File: config.mk
export PLATFORM = sky130hd
export DESIGN_NAME = alert_mask_gating
export DESIGN_NICKNAME = d
export VERILOG_FILES = /design/src/common/alert_mask_pkg.sv /design/src/rtl/alert_mask_gating.sv
export VERILOG_INCLUDE_DIRS = /design/src /design/src/common
export SDC_FILE = /design/constraint.sdc
export NUM_CORES = 1
export LEC_CHECK = 0
export ABC_AREA = 1
export ABC_CLOCK_PERIOD_IN_PS = 4360
export BUFFER_PORTS_ARGS = -buffer_cell sky130_fd_sc_hd__buf_2
export CORE_AREA = 3 3 100 140
export CTS_CLUSTER_DIAMETER = 200
export DETAILED_ROUTE_END_ITERATION = 10
export DIE_AREA = 0 0 103 143
export GPL_TIMING_DRIVEN = 0
export HOLD_SLACK_MARGIN = 0.06
export PLACE_DENSITY = 0.57
export SLEW_MARGIN = 20
export SYNTH_ARGS = -nofsm -noshare
export SYNTH_HDL_FRONTEND = slang
export SYNTH_SLANG_ARGS = --single-unit
File: constraint.sdc
create_clock -name CLK_SYS -period 4.36 [get_ports CLK_SYS]
set_input_delay 0.654 -clock CLK_SYS [delete_from_list [all_inputs] [get_ports CLK_SYS]]
set_output_delay 0.654 -clock CLK_SYS [all_outputs]
set_load 0.005 [all_outputs]
File: src/common/alert_mask_cfg.svh
// constants for the alert mask gating block
`ifndef ALERT_MASK_CFG_SVH
`define ALERT_MASK_CFG_SVH
`define CMD_CLEAR_FAULTS 8'h03
`define CMD_ALERT_MASK   8'h1B
`define CODE_STS_CURRENT 8'h7B
`define CODE_STS_INPUT   8'h7C
`define CODE_STS_TEMP    8'h7D
`define CODE_STS_CML     8'h7E
`define CODE_STS_MISC    8'h7F
`define CODE_STS_VENDOR  8'h80
`define IMPL_CURRENT     8'hF0
`define IMPL_INPUT       8'hF8
`define IMPL_TEMP        8'hF0
`define IMPL_CML         8'hFB
`define IMPL_MISC        8'h01
`define IMPL_VENDOR      8'hF0
`define MASK_RESET       8'h00
`define GROUP_COUNT      6
`define GROUP_NONE       3'h7
`endif

File: src/common/alert_mask_pkg.sv
// types shared by the alert mask gating block
package alert_mask_pkg;
  // one status byte per group, current group in the low byte
  typedef struct packed {
    logic [7:0] vendor;
    logic [7:0] misc;
    logic [7:0] cml;
    logic [7:0] temp;
    logic [7:0] input_grp;
    logic [7:0] current;
  } status_set_t;

  typedef struct packed {
    logic       valid;
    logic       write;
    logic [7:0] code;
    logic [7:0] arg;
    logic [7:0] data;
  } cmd_t;

  typedef struct packed {
    logic       valid;
    logic       err;
    logic [7:0] data;
  } rsp_t;

  typedef logic [5:0][7:0] group_bytes_t;
endpackage

File: src/rtl/alert_mask_gating.sv
// alert mask registers, sticky status and alert line drive
`timescale 1ns/1ps
`default_nettype none
`include "alert_mask_cfg.svh"
module alert_mask_gating (
  input  wire logic                        CLK_SYS,
  input  wire logic                        ARST_N,
  input  wire logic                        CE,
  input  wire alert_mask_pkg::cmd_t        CMD,
  input  wire alert_mask_pkg::status_set_t STATUS_SET,
  output var  alert_mask_pkg::rsp_t        RSP,
  output logic                             ALERT_LINE_O,
  output logic                             ALERT_LINE_OE
);
  import alert_mask_pkg::*;

  // reset release through two flops
  logic rst_meta;
  logic rst_n;
  logic next_rst_meta;
  logic next_rst_n;

  // only the second flop reads the first one
  always_comb begin
    next_rst_meta = 1'b1;
    next_rst_n    = rst_meta;
  end

  always_ff @(posedge CLK_SYS or negedge ARST_N) begin
    if (!ARST_N) begin
      rst_meta <= 1'b0;
      rst_n    <= 1'b0;
    end else begin
      rst_meta <= next_rst_meta;
      rst_n    <= next_rst_n;
    end
  end

  // status code to group index, GROUP_NONE when not a status code
  function automatic logic [2:0] group_of(input logic [7:0] code);
    logic [7:0] diff;
    diff = code - `CODE_STS_CURRENT;
    if (code >= `CODE_STS_CURRENT && code <= `CODE_STS_VENDOR)
      group_of = diff[2:0];
    else
      group_of = `GROUP_NONE;
  endfunction

  // bits that exist in each group; the rest read as zero
  function automatic logic [7:0] impl_bits(input logic [2:0] idx);
    case (idx)
      3'h0:    impl_bits = `IMPL_CURRENT;
      3'h1:    impl_bits = `IMPL_INPUT;
      3'h2:    impl_bits = `IMPL_TEMP;
      3'h3:    impl_bits = `IMPL_CML;
      3'h4:    impl_bits = `IMPL_MISC;
      3'h5:    impl_bits = `IMPL_VENDOR;
      default: impl_bits = 8'h00;
    endcase
  endfunction

  group_bytes_t mask;
  group_bytes_t status;
  group_bytes_t next_mask;
  group_bytes_t next_status;
  group_bytes_t set_bytes;
  rsp_t         next_rsp;
  logic         next_alert;
  logic         any_unmasked;
  logic [2:0]   grp;
  logic         take;
  logic         is_mask_wr;
  logic         is_clear;

  assign set_bytes = group_bytes_t'(STATUS_SET);
  assign take      = CE && CMD.valid;
  assign is_mask_wr = take && CMD.write && CMD.code == `CMD_ALERT_MASK
                      && group_of(CMD.arg) != `GROUP_NONE;
  assign is_clear  = take && CMD.write && CMD.code == `CMD_CLEAR_FAULTS;

  always_comb begin
    next_mask   = mask;
    next_status = status;
    next_rsp    = '0;
    grp         = `GROUP_NONE;
    if (take) begin
      next_rsp.valid = 1'b1;
      if (CMD.code == `CMD_ALERT_MASK) begin
        // status code picks the mask byte
        grp = group_of(CMD.arg);
        if (grp == `GROUP_NONE) begin
          next_rsp.err = 1'b1;
        end else if (is_mask_wr) begin
          next_mask[grp] = CMD.data & impl_bits(grp);
        end else begin
          next_rsp.data = mask[grp];
        end
      end else if (CMD.code == `CMD_CLEAR_FAULTS) begin
        next_rsp.err = !CMD.write;
      end else begin
        grp = group_of(CMD.code);
        if (grp == `GROUP_NONE || CMD.write)
          next_rsp.err = 1'b1;
        else
          next_rsp.data = status[grp];
      end
    end
    // clear all status, then new events win
    if (is_clear)
      next_status = '0;
    for (int i = 0; i < `GROUP_COUNT; i++) begin
      next_status[i] = next_status[i]
                       | (set_bytes[i] & impl_bits(3'(i)));
    end
  end

  // zero mask bit lets a status bit through
  always_comb begin
    any_unmasked = 1'b0;
    for (int i = 0; i < `GROUP_COUNT; i++) begin
      any_unmasked = any_unmasked | (|(status[i] & ~mask[i]));
    end
    // alert follows the gated status level
    next_alert = any_unmasked;
  end

  always_ff @(posedge CLK_SYS or negedge rst_n) begin
    if (!rst_n) begin
      mask          <= {`GROUP_COUNT{`MASK_RESET}};
      status        <= '0;
      RSP           <= '0;
      ALERT_LINE_O  <= 1'b0;
      ALERT_LINE_OE <= 1'b0;
    end else if (CE) begin
      mask          <= next_mask;
      status        <= next_status;
      RSP           <= next_rsp;
      ALERT_LINE_O  <= 1'b0;
      ALERT_LINE_OE <= next_alert;
    end
  end
endmodule
`default_nettype wire

# Yosys cells after proc, flatten, opt, wreduce, memory -nomap -nowiden
# Index checks and enable logic that the tools add are counted.
[totals] reg_bits=109 ramBits=0 output_inout_bits=12 latchBits=0 rom_bits=0 mem_count=0
[classes] n_shift=0 eq_ne=10 addsub=2 order_cmp=7 mux=29 n_reduce_logical=19 bitwise_logic=25 n_div=0 mul=0
[op_table] operator="2-to-1 mux 8 bit" n=11
[op_table] operator="AND 8 bit" n=7
[op_table] operator="binary-select mux 8 bit (select 3 bit)" n=2
[op_table] operator="bitwise mux 48 bit" n=1
[op_table] operator="2-to-1 mux 48 bit" n=1
[op_table] operator="inverter 8 bit" n=6
[op_table] operator="OR reduction 8 bit" n=6
[op_table] operator="bitwise OR 8 bit" n=5
[op_table] operator="case mux 8 bit (4 select lines)" n=1
[op_table] operator="demux 8 bit (select 3 bit)" n=1
[op_table] operator="2-to-1 mux 3 bit" n=7
[op_table] operator="greater-or-equal comparator 8 x 7 -> 1 bit, second input constant" n=2
[op_table] operator="less-or-equal comparator 8 bit, second input constant" n=2
[op_table] operator="equality test 3 bit, second input constant" n=4
[op_table] operator="2-to-1 mux 10 bit" n=1
[op_table] operator="2-to-1 mux 9 bit" n=1
[op_table] operator="equality test 8 x 2 -> 1 bit, second input constant" n=1
[op_table] operator="equality test 8 x 5 -> 1 bit, second input constant" n=1
[op_table] operator="logical AND 1 bit" n=8
[op_table] operator="less-than comparator 3 x 4 -> 1 bit, second input constant" n=2
[op_table] operator="bitwise OR 8 x 1 -> 8 bit" n=1
[op_table] operator="equality test 3 x 2 -> 1 bit, second input constant" n=2
[op_table] operator="subtractor 3 x 2 -> 3 bit, second input constant" n=2
[op_table] operator="bitwise OR 1 bit" n=5
[op_table] operator="10 further kinds" n=12

# Logic depth before layout (Yosys ltp)
# Gate-level depths: netlist of run 1.
[depth] word_depth=14 mapped_depth=18 depth_no_buf=16

# Least setup slack after synthesis of run 1
# Ideal clock, no wire load.
[synth_path] path_type="input -> register" startpoint="in CMD[16] in the netlist's numbering" endpoint="reg RSP[5] in the netlist's numbering" path_stages=13 t_required_ns=4.242 path_buffers=2 arrival_ns=2.307 setup_ns=0.118 slack_ns=1.935 cell_sequence="clkbuf_1 inv_1 clkbuf_1 ha_1 clkinv_1 o31ai_1 nor2_1 nand2_1 nand2_1 nand2_1 nand2_1 nand3_1 nand2_1"
[synth_between] elab_chain_cells=12
[synth_rtl] element="from (decl)" line="alert_mask_gating.sv:9" rtl="input wire alert_mask_pkg::cmd_t CMD,"
[synth_rtl] element="greater-or-equal comparator 8 x 7 -> 1 bit (no line) / less-or-equal comparator 8 bit (equally long branches)"
[synth_rtl] element="logical AND 1 bit (no line)"
[synth_rtl] element="2-to-1 mux 3 bit" line="alert_mask_gating.sv:43" rtl="if (code >= `CODE_STS_CURRENT && code <= `CODE_STS_VENDOR)"
[synth_rtl] element="2-to-1 mux 3 bit" line="alert_mask_gating.sv:98" rtl="end else if (CMD.code == `CMD_CLEAR_FAULTS) begin"
[synth_rtl] element="2-to-1 mux 3 bit" line="alert_mask_gating.sv:88" rtl="if (CMD.code == `CMD_ALERT_MASK) begin"
[synth_rtl] element="2-to-1 mux 3 bit" line="alert_mask_gating.sv:86" rtl="if (take) begin"
[synth_rtl] element="binary-select mux 8 bit (select 3 bit) / equality test 3 bit (equally long branches)"
[synth_rtl] element="2-to-1 mux 8 bit (not written as such) / logical OR 1 bit (equally long branches)" line="alert_mask_gating.sv:105, alert_mask_gating.sv:102"
[synth_rtl] element="2-to-1 mux 8 bit" line="alert_mask_gating.sv:102" rtl="if (grp == `GROUP_NONE || CMD.write)"
[synth_rtl] element="2-to-1 mux 8 bit" line="alert_mask_gating.sv:98"
[synth_rtl] element="2-to-1 mux 9 bit (*)" line="alert_mask_gating.sv:88"
[synth_rtl] element="2-to-1 mux 10 bit (*)" line="alert_mask_gating.sv:86"
[synth_rtl] element="to (signal assigned)" line="alert_mask_gating.sv:137" rtl="RSP <= next_rsp;"
[synth_rtl] element="to (decl)" line="alert_mask_gating.sv:11" rtl="output var alert_mask_pkg::rsp_t RSP,"
# Every way passes the cells marked *; elsewhere a longest branch is shown, timed or not. The select of a mux whose other input is x is not followed.
# A chain may end at the register's enable or synchronous reset.

# Final worst setup path of run 1
[layout_path] startpoint="in CMD[16] in the netlist's numbering" endpoint="reg RSP[3] in the netlist's numbering"
# The elaborated chain is that of the path after synthesis.

==> results_dict.tcl, run 1 <==
set metrics [dict create \
    cp-end-kind "register" \
    grt-ovfl-total 0 \
    peakVddDrop_mv 0.130 \
    die_area_um2 14700 \
    routed-via-count 4126 \
    cellPowerDensity_nw_per_um2 295 \
    drt-wirelength-per-cell_um 15.5 \
    totalWireLength_um 13000 \
    post-place-cells 823 \
    fin_util 0.408 \
    yosysTopAreaCellShare 0.444 \
    antenna_found_initial 0 \
    fin_nets 762 \
    fin_skew_ns 0.00882 \
    clk_latency_ns 0.34 \
    synth-seq-cells 79 \
    layout_setup_ws_ns 1.62 \
    relSlewSlack 0.538 \
    critPathArrivalTime_ns 3.01 \
    cts_max_level 3 \
    synth.yosys.seq_area_share 0.444 \
    port_buffers 61 \
    dr.pass1.iters 5 \
    grt_pass1_wl_um 20900 \
    final_cell_mix "181 x nand2_1, 95 x inv_1, 78 x dfrtp_1, 65 x buf_2, 44 x nor2_1" \
    n_antenna_cell 0 \
    path_common_cell "nand2_1" \
    synth.area.top_cells "dfrtp_1 44%, nand2_1 15%, inv_1 8.0%" \
    postCtsSetupBuffers 0 \
    crit_slowest_cell "clkbuf_1" \
    grt_use_total 0.184 \
    rsz0062_at_grt "false" \
    setup_viol 0 \
    worstRegToRegCells 6 \
    place_congestion 0.889 \
    status "finished, final reports clean" \
    timing.hold.ws_ns 0.0865 \
    place_ws_ns 1.28 \
    cts-hold-fix-buffers 0 \
    cts_buffers 9 \
    fin_cells 839 \
    synthCells 607 \
    finalHoldViolations 0 \
    cts_tree "yes" \
    yosys.area.top_type "dfrtp_1" \
    pin_count 89 \
    clkTransAtPathRegs_ns 0.06 \
    crit_type "primary input to register" \
    drt_iter0_drc 283 \
    netlist_area_um2 4450 \
    die_w_um 103 \
    root_buffer "clkbuf_16" \
    post-route-period-util 0.628 \
    clkSinkCount 79 \
    yosys.cell_types.count 36 \
    route.detailed.drc 0 \
    leakage_nw 2.86 \
    die_y_um 143 \
    yosys_warnings 0 \
    crit_fanout 10 \
    fin_setup_tns_ns 0 \
    clockBufferDepth 2 \
    ctsResizeCount 0 \
    grt_max_degree 45 \
    fillers 1359 \
    area_delta_synth_final_pct 18.0 \
    drv_slew 0 \
    critPathLaunchType "primary input" \
    grt_pass1_vias 4123 \
    maxCapViolCount 0 \
    min_period_ns 2.74 \
    row_count 49 \
    hpwl_um 10400 \
    crit_chain "buf_2, clkbuf_1, inv_1, clkbuf_1, ha_1, inv_1, nor2_1, nand2_1, nand2_1, nand2_1, inv_1, nand3_1, nand2_1, nand3_1, a21oi_1, nand2_1, nand2_1" \
    tightestPinTransition_ns 0.688 \
    max_stage_delay_ns 0.38 \
    hold_path_class "primary input to asynchronous set/reset pin" \
    synth_area_per_cell_um2 7.34 \
    drive_above_1_share 0.176 \
    fmax_mhz 365 \
    coreArea_um2 12900 \
    antenna_left 0 \
    initial_utilization 0.346 \
    viasPerCell 4.92 \
    mostFrequentLayoutCell "nand2_1" \
    required_ns 4.64 \
]
## Yosys cell counts
cell       instances
nor2_2             6
nor4_1             4
o21ai_1           18
nor2_4             3
a21oi_1            8
nand4_1           20
clkinv_1           2
buf_2              4
o2111ai_1          5
nor3_1             2
o21ai_0           38
clkbuf_1           7
and2_1             1
nand3_1           43
inv_2              7
buf_4              4
clkbuf_2           1
o31ai_4            1
conb_1             2
clkinv_2           1
dfrtp_1           79
nor2_1            44
nand2_1          181
o22ai_1            5
o221ai_1           2
nand3_2            1
buf_6              3
nand2_2            6
nand2_4            2
o211ai_1           1
nor3_4             3
o31ai_1            2
inv_1             95
nand2_8            1
xor2_2             1
ha_1               4
## critical path, delay by kind of cell
family / cells / cell delay, ns
AOI/OAI and AO/OA: 1 / 0.18
adders and majority gates: 1 / 0.23
buffers and inverters: 6 / 1.01
and+or+nand+nor: 9 / 0.92
## routing by layer
metal	share of wire	vias up	wire length, µm	track usage
met5	0	-	0	0
met4	0.038	0	500	0.0866
met1	0.41	1910	5350	0.225
met3	0.038	30	496	0.0220
li1	-	2068	-	-
met2	0.51	118	6690	0.318
## kinds of logic after synthesis
kind of cell	after synthesis	synth area share
flops	79	0.444
buf+inv	124	0.115
other cells	2	0.00169
simple gates	317	0.322
xor+xnor	1	0.00365
fa+ha+maj	4	0.0112
compound gates	80	0.103
## sequential cells by signal, summed over array words and instances (netlist names)
register / flops
status: 25
RSP: 9
rst_n: 1
ALERT_LINE_OE: 1
mask: 42
next_rst_n: 1
## worst paths after layout
check                      slack [ns]  startpoint            end
max                              1.62     CMD[16]         RSP[3]
min                              0.09      ARST_N          rst_n
max reg2reg                      3.07  status[31]  ALERT_LINE_OE
min reg2reg                      0.29       rst_n       mask[20]
max in group asynchronous        3.49       rst_n         RSP[8]
min in group CLK_SYS             0.36  next_rst_n          rst_n
## report_power, final
group | leakage, nW | total [mW] | switching [mW] | internal (mW)
logic | 1.85 | 0.112 | 0.0726 | 0.0396
registers | 0.886 | 0.744 | 0.00760 | 0.737
clock network | 0.132 | 0.693 | 0.294 | 0.399
## per-stage QoR
stage	power (mW)	area, µm²
after floorplan	0.817	4460
after global routing	1.62	5260
final	1.55	5260
after CTS	1.57	5260
after detailed placement	0.871	4990
after global placement	0.865	4950
## area by class of cell
| type | count | area [µm²] | area share |
|---|---|---|---|
| clock inverters | 4 | 22.5 | 0.00429 |
| inverters | 105 | 395 | 0.0752 |
| clock buffers | 12 | 246 | 0.0469 |
| plain buffers | 19 | 115 | 0.0219 |
| flip-flops and latches | 79 | 1980 | 0.377 |
| multi-input cells | 405 | 1970 | 0.375 |
| well taps | 153 | 191 | 0.0364 |
| repair buffers | 62 | 333 | 0.0633 |
Note: power is estimated with default switching activity, not from simulation.
==> run 2, diff against run 1 <==
- ABC_CLOCK_PERIOD_IN_PS: 4360 -> 2200
- PLACE_DENSITY: 0.57 -> 0.59
- clock period: 4.36 -> 2.2 ns (I/O delays scaled with it)
==> results_dict.tcl, run 2 (synthesized netlist as in run 1, its figures left out) <==
set metrics [dict create \
    relSlewSlack 0.448 \
    drt-wirelength-per-cell_um 15.3 \
    drv_slew 0 \
    cts_buffers 9 \
    mostFrequentLayoutCell "nand2_1" \
    maxCapViolCount 0 \
    leakage_nw 2.88 \
    cts_tree "yes" \
    fmax_mhz 497 \
    antenna_found_initial 0 \
    timing.hold.ws_ns 0.192 \
    die_y_um 143 \
    clk_latency_ns 0.34 \
    pin_count 89 \
    required_ns 2.43 \
    cellPowerDensity_nw_per_um2 608 \
    cts_max_level 3 \
    route.detailed.drc 0 \
    dpl_cell_area_um2 4990 \
    die_area_um2 14700 \
    hold_path_class "primary input to register" \
    initial_utilization 0.346 \
    clockBufferDepth 2 \
    antenna_left 0 \
    area_delta_synth_final_pct 19.7 \
    viasPerCell 4.98 \
    tightestPinTransition_ns 0.822 \
    crit_type "primary input to register" \
    n_antenna_cell 0 \
    fin_nets 762 \
    final_cell_mix "177 x nand2_1, 94 x inv_1, 78 x dfrtp_1, 65 x buf_2" \
    coreArea_um2 12900 \
    drt_iter0_drc 230 \
    regMostFlops "mask" \
    grt-ovfl-total 0 \
    largest_reg_flops 42 \
    row_count 49 \
    rsz0062_at_grt "false" \
    grt_pass1_vias 4047 \
    biggestRegsByFlops "mask x42, status x25, RSP x9" \
    grt_pass1_wl_um 20000 \
    clkTransAtPathRegs_ns 0.06 \
    dr.pass1.iters 6 \
    crit_fanout 10 \
    min_period_ns 2.01 \
    die_w_um 103 \
    hpwl_um 10100 \
    design_area_um2 5330 \
    drive_above_1_share 0.191 \
    critPathLaunchType "primary input" \
    root_buffer "clkbuf_16" \
    status "finished, final reports clean" \
    grt_max_degree 58 \
    routed-via-count 4176 \
    fin_skew_ns 0.00843 \
    port_buffers 61 \
    totalWireLength_um 12800 \
    peakVddDrop_mv 0.395 \
    clkSinkCount 79 \
    place_congestion 0.966 \
    setup_viol 0 \
    critPathArrivalTime_ns 2.24 \
    cp-end-kind "register" \
    post-route-period-util 0.915 \
    fin_util 0.414 \
    grt_use_total 0.178 \
    finalHoldViolations 0 \
]
## run 2: layer usage
layer | track usage | vias to the layer above | part of all wire
li1 | - | 2064 | -
met1 | 0.204 | 1969 | 0.40
met2 | 0.321 | 114 | 0.53
met3 | 0.0298 | 29 | 0.044
met4 | 0.0716 | 0 | 0.029
met5 | 0 | - | 0
## run 2: timing repair
action | CTS | global route
buffers inserted | 0 | 1
resized for setup | 2 | 11
endpoints found under the hold margin | 2 | 0
hold buffers | 1 | 0
endpoints found under the setup margin | 7 | 26
pin swaps | 0 | 1
## run 2: report_power, final
group          internal, mW  switching [mW]
sequential             1.46          0.0112
combinational        0.0831           0.150
clock                 0.922           0.615
## run 2: critical path: stages
cell      delay [ns]
buf_2           0.20
inv_1           0.11
buf_2           0.20
ha_1            0.30
clkinv_1        0.25
o31ai_2         0.32
nor2_2          0.11
nand2_1         0.07
nand2_1         0.04
nand2_1         0.07
nand2_1         0.05
nand3_1         0.11
nand2_1         0.06
## run 2: layout make-up
cell class / instances / area (µm²)
buffer: 17 / 110
clock buffer: 11 / 243
clock inverter: 5 / 63.8
fill: 1346 / 7540
inverter: 105 / 404
multi-input combinational: 405 / 1990
sequential: 79 / 1980
tap: 153 / 191
timing repair buffer: 64 / 350
## run 2: worst paths after layout
kind | endpoint | depth (start not counted) | slack (ns) | start
setup / recovery | RSP[5] | 13 | 0.19 | CMD[16]
hold / removal | status[7] | 3 | 0.19 | STATUS_SET[7]
setup reg to reg | ALERT_LINE_OE | 6 | 0.89 | status[31]
hold reg to reg | mask[13] | 0 | 0.23 | rst_n
max in group asynchronous | RSP[6] | 1 | 1.36 | rst_n
min in group asynchronous | mask[13] | 0 | 0.23 | rst_n
## run 2: metrics by stage
| stage | worst slack [ns] | instances | TNS (ns) | total power [mW] |
|---|---|---|---|---|
| after floorplan | 0.0993 | 608 | 0 | 1.62 |
| after global placement | -0.480 | 822 | -9.28 | 1.71 |
| after detailed placement | -0.522 | 823 | -11.06 | 1.73 |
| after CTS | 0.0588 | 839 | 0 | 3.27 |
| after global routing | 0.0509 | 839 | 0 | 3.37 |
| final | 0.187 | 839 | 0 | 3.24 |
==> run 3, diff against run 2 <==
- PLACE_DENSITY: 0.59 -> 0.63
==> results_dict.tcl, run 3 (synthesized netlist as in run 1, its figures left out) <==
set metrics [dict create \
    status "finished, final reports clean" \
    hold_start "STATUS_SET[11]" \
    dr.pass1.iters 5 \
    drt-wirelength-per-cell_um 14.8 \
    fin_setup_tns_ns 0 \
    rrSetupSlack_ns 0.93 \
    clockBufferDepth 2 \
    worstRegToRegCells 6 \
    drt_iter0_drc 198 \
    drv_slew 0 \
    post-route-period-util 0.929 \
    fmax_mhz 489 \
    peakVddDrop_mv 0.293 \
    grt_max_degree 56 \
    clkTransAtPathRegs_ns 0.06 \
    setup_viol 0 \
    pin_count 89 \
    critPathLaunchType "primary input" \
    multiInputGateArea_um2 1990 \
    min_period_ns 2.04 \
    leakage_nw 2.91 \
    viasPerCell 4.89 \
    crit_slowest_cell "o31ai_2" \
    critPathArrivalTime_ns 2.27 \
    cp_num_buf_inv 5 \
    regMostFlops "mask" \
    clk_latency_ns 0.34 \
    fin_cells 841 \
    fin_skew_ns 0.00628 \
    cts_max_level 3 \
    r2r_start "status[31]" \
    cts_buffers 9 \
    rr_endpoint "ALERT_LINE_OE" \
    die_area_um2 14700 \
    antenna_found_initial 0 \
    critPathTopFamily "buffers and inverters" \
    area_delta_synth_final_pct 20.9 \
    root_buffer "clkbuf_16" \
    crit_start "CMD[16]" \
    grt_pass1_wl_um 20100 \
    place_congestion 0.871 \
    coreArea_um2 12900 \
    antenna_left 0 \
    fillers 1339 \
    hold_path_class "primary input to register" \
    relSlewSlack 0.544 \
    hpwl_um 9790 \
    design_area_um2 5390 \
    fin_nets 764 \
    crit_chain "buf_2, inv_1, buf_2, ha_1, clkinv_1, o31ai_2, nor2_2, nand2_1, inv_1, nand2_1, nand2_1, nand3_1, nand2_1" \
    cp.depth 13 \
    grt_pass1_vias 4025 \
    maxCapViolCount 0 \
    crit_end "RSP[7]" \
    port_buffers 61 \
    grt-ovfl-total 0 \
    biggestRegsByFlops "mask x42, status x25, RSP x9" \
    die_w_um 103 \
    cp-end-kind "register" \
    row_count 49 \
    tightestPinTransition_ns 0.679 \
    clkSinkCount 79 \
    crit_fanout 10 \
    register_area_um2 1980 \
    initial_utilization 0.346 \
    n_antenna_cell 0 \
    final_cell_mix "178 x nand2_1, 94 x inv_1, 78 x dfrtp_1, 65 x buf_2" \
    route.detailed.drc 0 \
    rsz0062_at_grt "false" \
    die_y_um 143 \
    max_stage_delay_ns 0.31 \
    routed-via-count 4112 \
    grt_use_total 0.177 \
    crit_type "primary input to register" \
    drive_above_1_share 0.193 \
    path_common_cell "nand2_1" \
    dpl_cell_area_um2 4990 \
    required_ns 2.43 \
    finalHoldViolations 0 \
    largest_reg_flops 42 \
    totalWireLength_um 12400 \
    cellPowerDensity_nw_per_um2 635 \
    post-place-cells 823 \
    cts_tree "yes" \
    mostFrequentLayoutCell "nand2_1" \
]
==> run 3: cell type report <==
| class | instances | area share |
|---|---|---|
| multi-input cells | 405 | 0.370 |
| clock buffers | 9 | 0.0418 |
| well taps | 153 | 0.0355 |
| flip-flops and latches | 79 | 0.368 |
| clock inverters | 7 | 0.0223 |
| plain buffers | 17 | 0.0204 |
| inverters | 105 | 0.0743 |
| repair buffers | 66 | 0.0678 |
==> run 3: metrics by stage <==
stage / setup slack, ns / total power [mW] / util / hold slack (ns)
5_1_grt: 0.0252 / 3.54 / 0.418 / 0.204
4_1_cts: 0.0732 / 3.44 / 0.415 / 0.191
3_5_place_dp: -0.558 / 1.72 / 0.387 / 0.117
2_1_floorplan: 0.0993 / 1.62 / - / 0.0344
6_report: 0.156 / 3.42 / 0.418 / 0.191
3_3_place_gp: -0.569 / 1.72 / 0.385 / 0.118
==> run 3: worst min-delay path: stages <==
cell and delay, ns:
buf_2 0.07, nand2_1 0.04, o21ai_0 0.05
==> run 3: what timing repair did <==
action                                  in CTS  in global routing
endpoints found under the setup margin       7                 32
hold endpoints to repair                     2                  0
pin swaps                                    0                  2
setup buffers                                0                  3
resized for setup                            2                 10
hold buffers                                 1                  0
==> run 3: layer usage <==
layer	track usage	part of all wire	vias up
met5	0	0	-
met4	0.0682	0.031	0
met3	0.0269	0.042	25
met2	0.313	0.52	113
met1	0.214	0.41	1896
li1	-	-	2078
==> run 3: report_power, final <==
| part | internal [mW] | switching, mW | leakage, nW | total [mW] |
|---|---|---|---|---|
| clock network | 1.11 | 0.612 | 0.166 | 1.72 |
| registers | 1.46 | 0.0111 | 0.886 | 1.47 |
| logic | 0.0805 | 0.146 | 1.86 | 0.227 |
| total | 2.65 | 0.770 | 2.91 | 3.42 |
==> run 3: worst min path at each step <==
stage | endpoint | depth (start not counted)
final | status[11] | 3
after global routing | status[24] | 3
after CTS | status[4] | 3
after detailed placement | next_rst_n | 1
after global placement | next_rst_n | 1
after floorplan | next_rst_n | 0
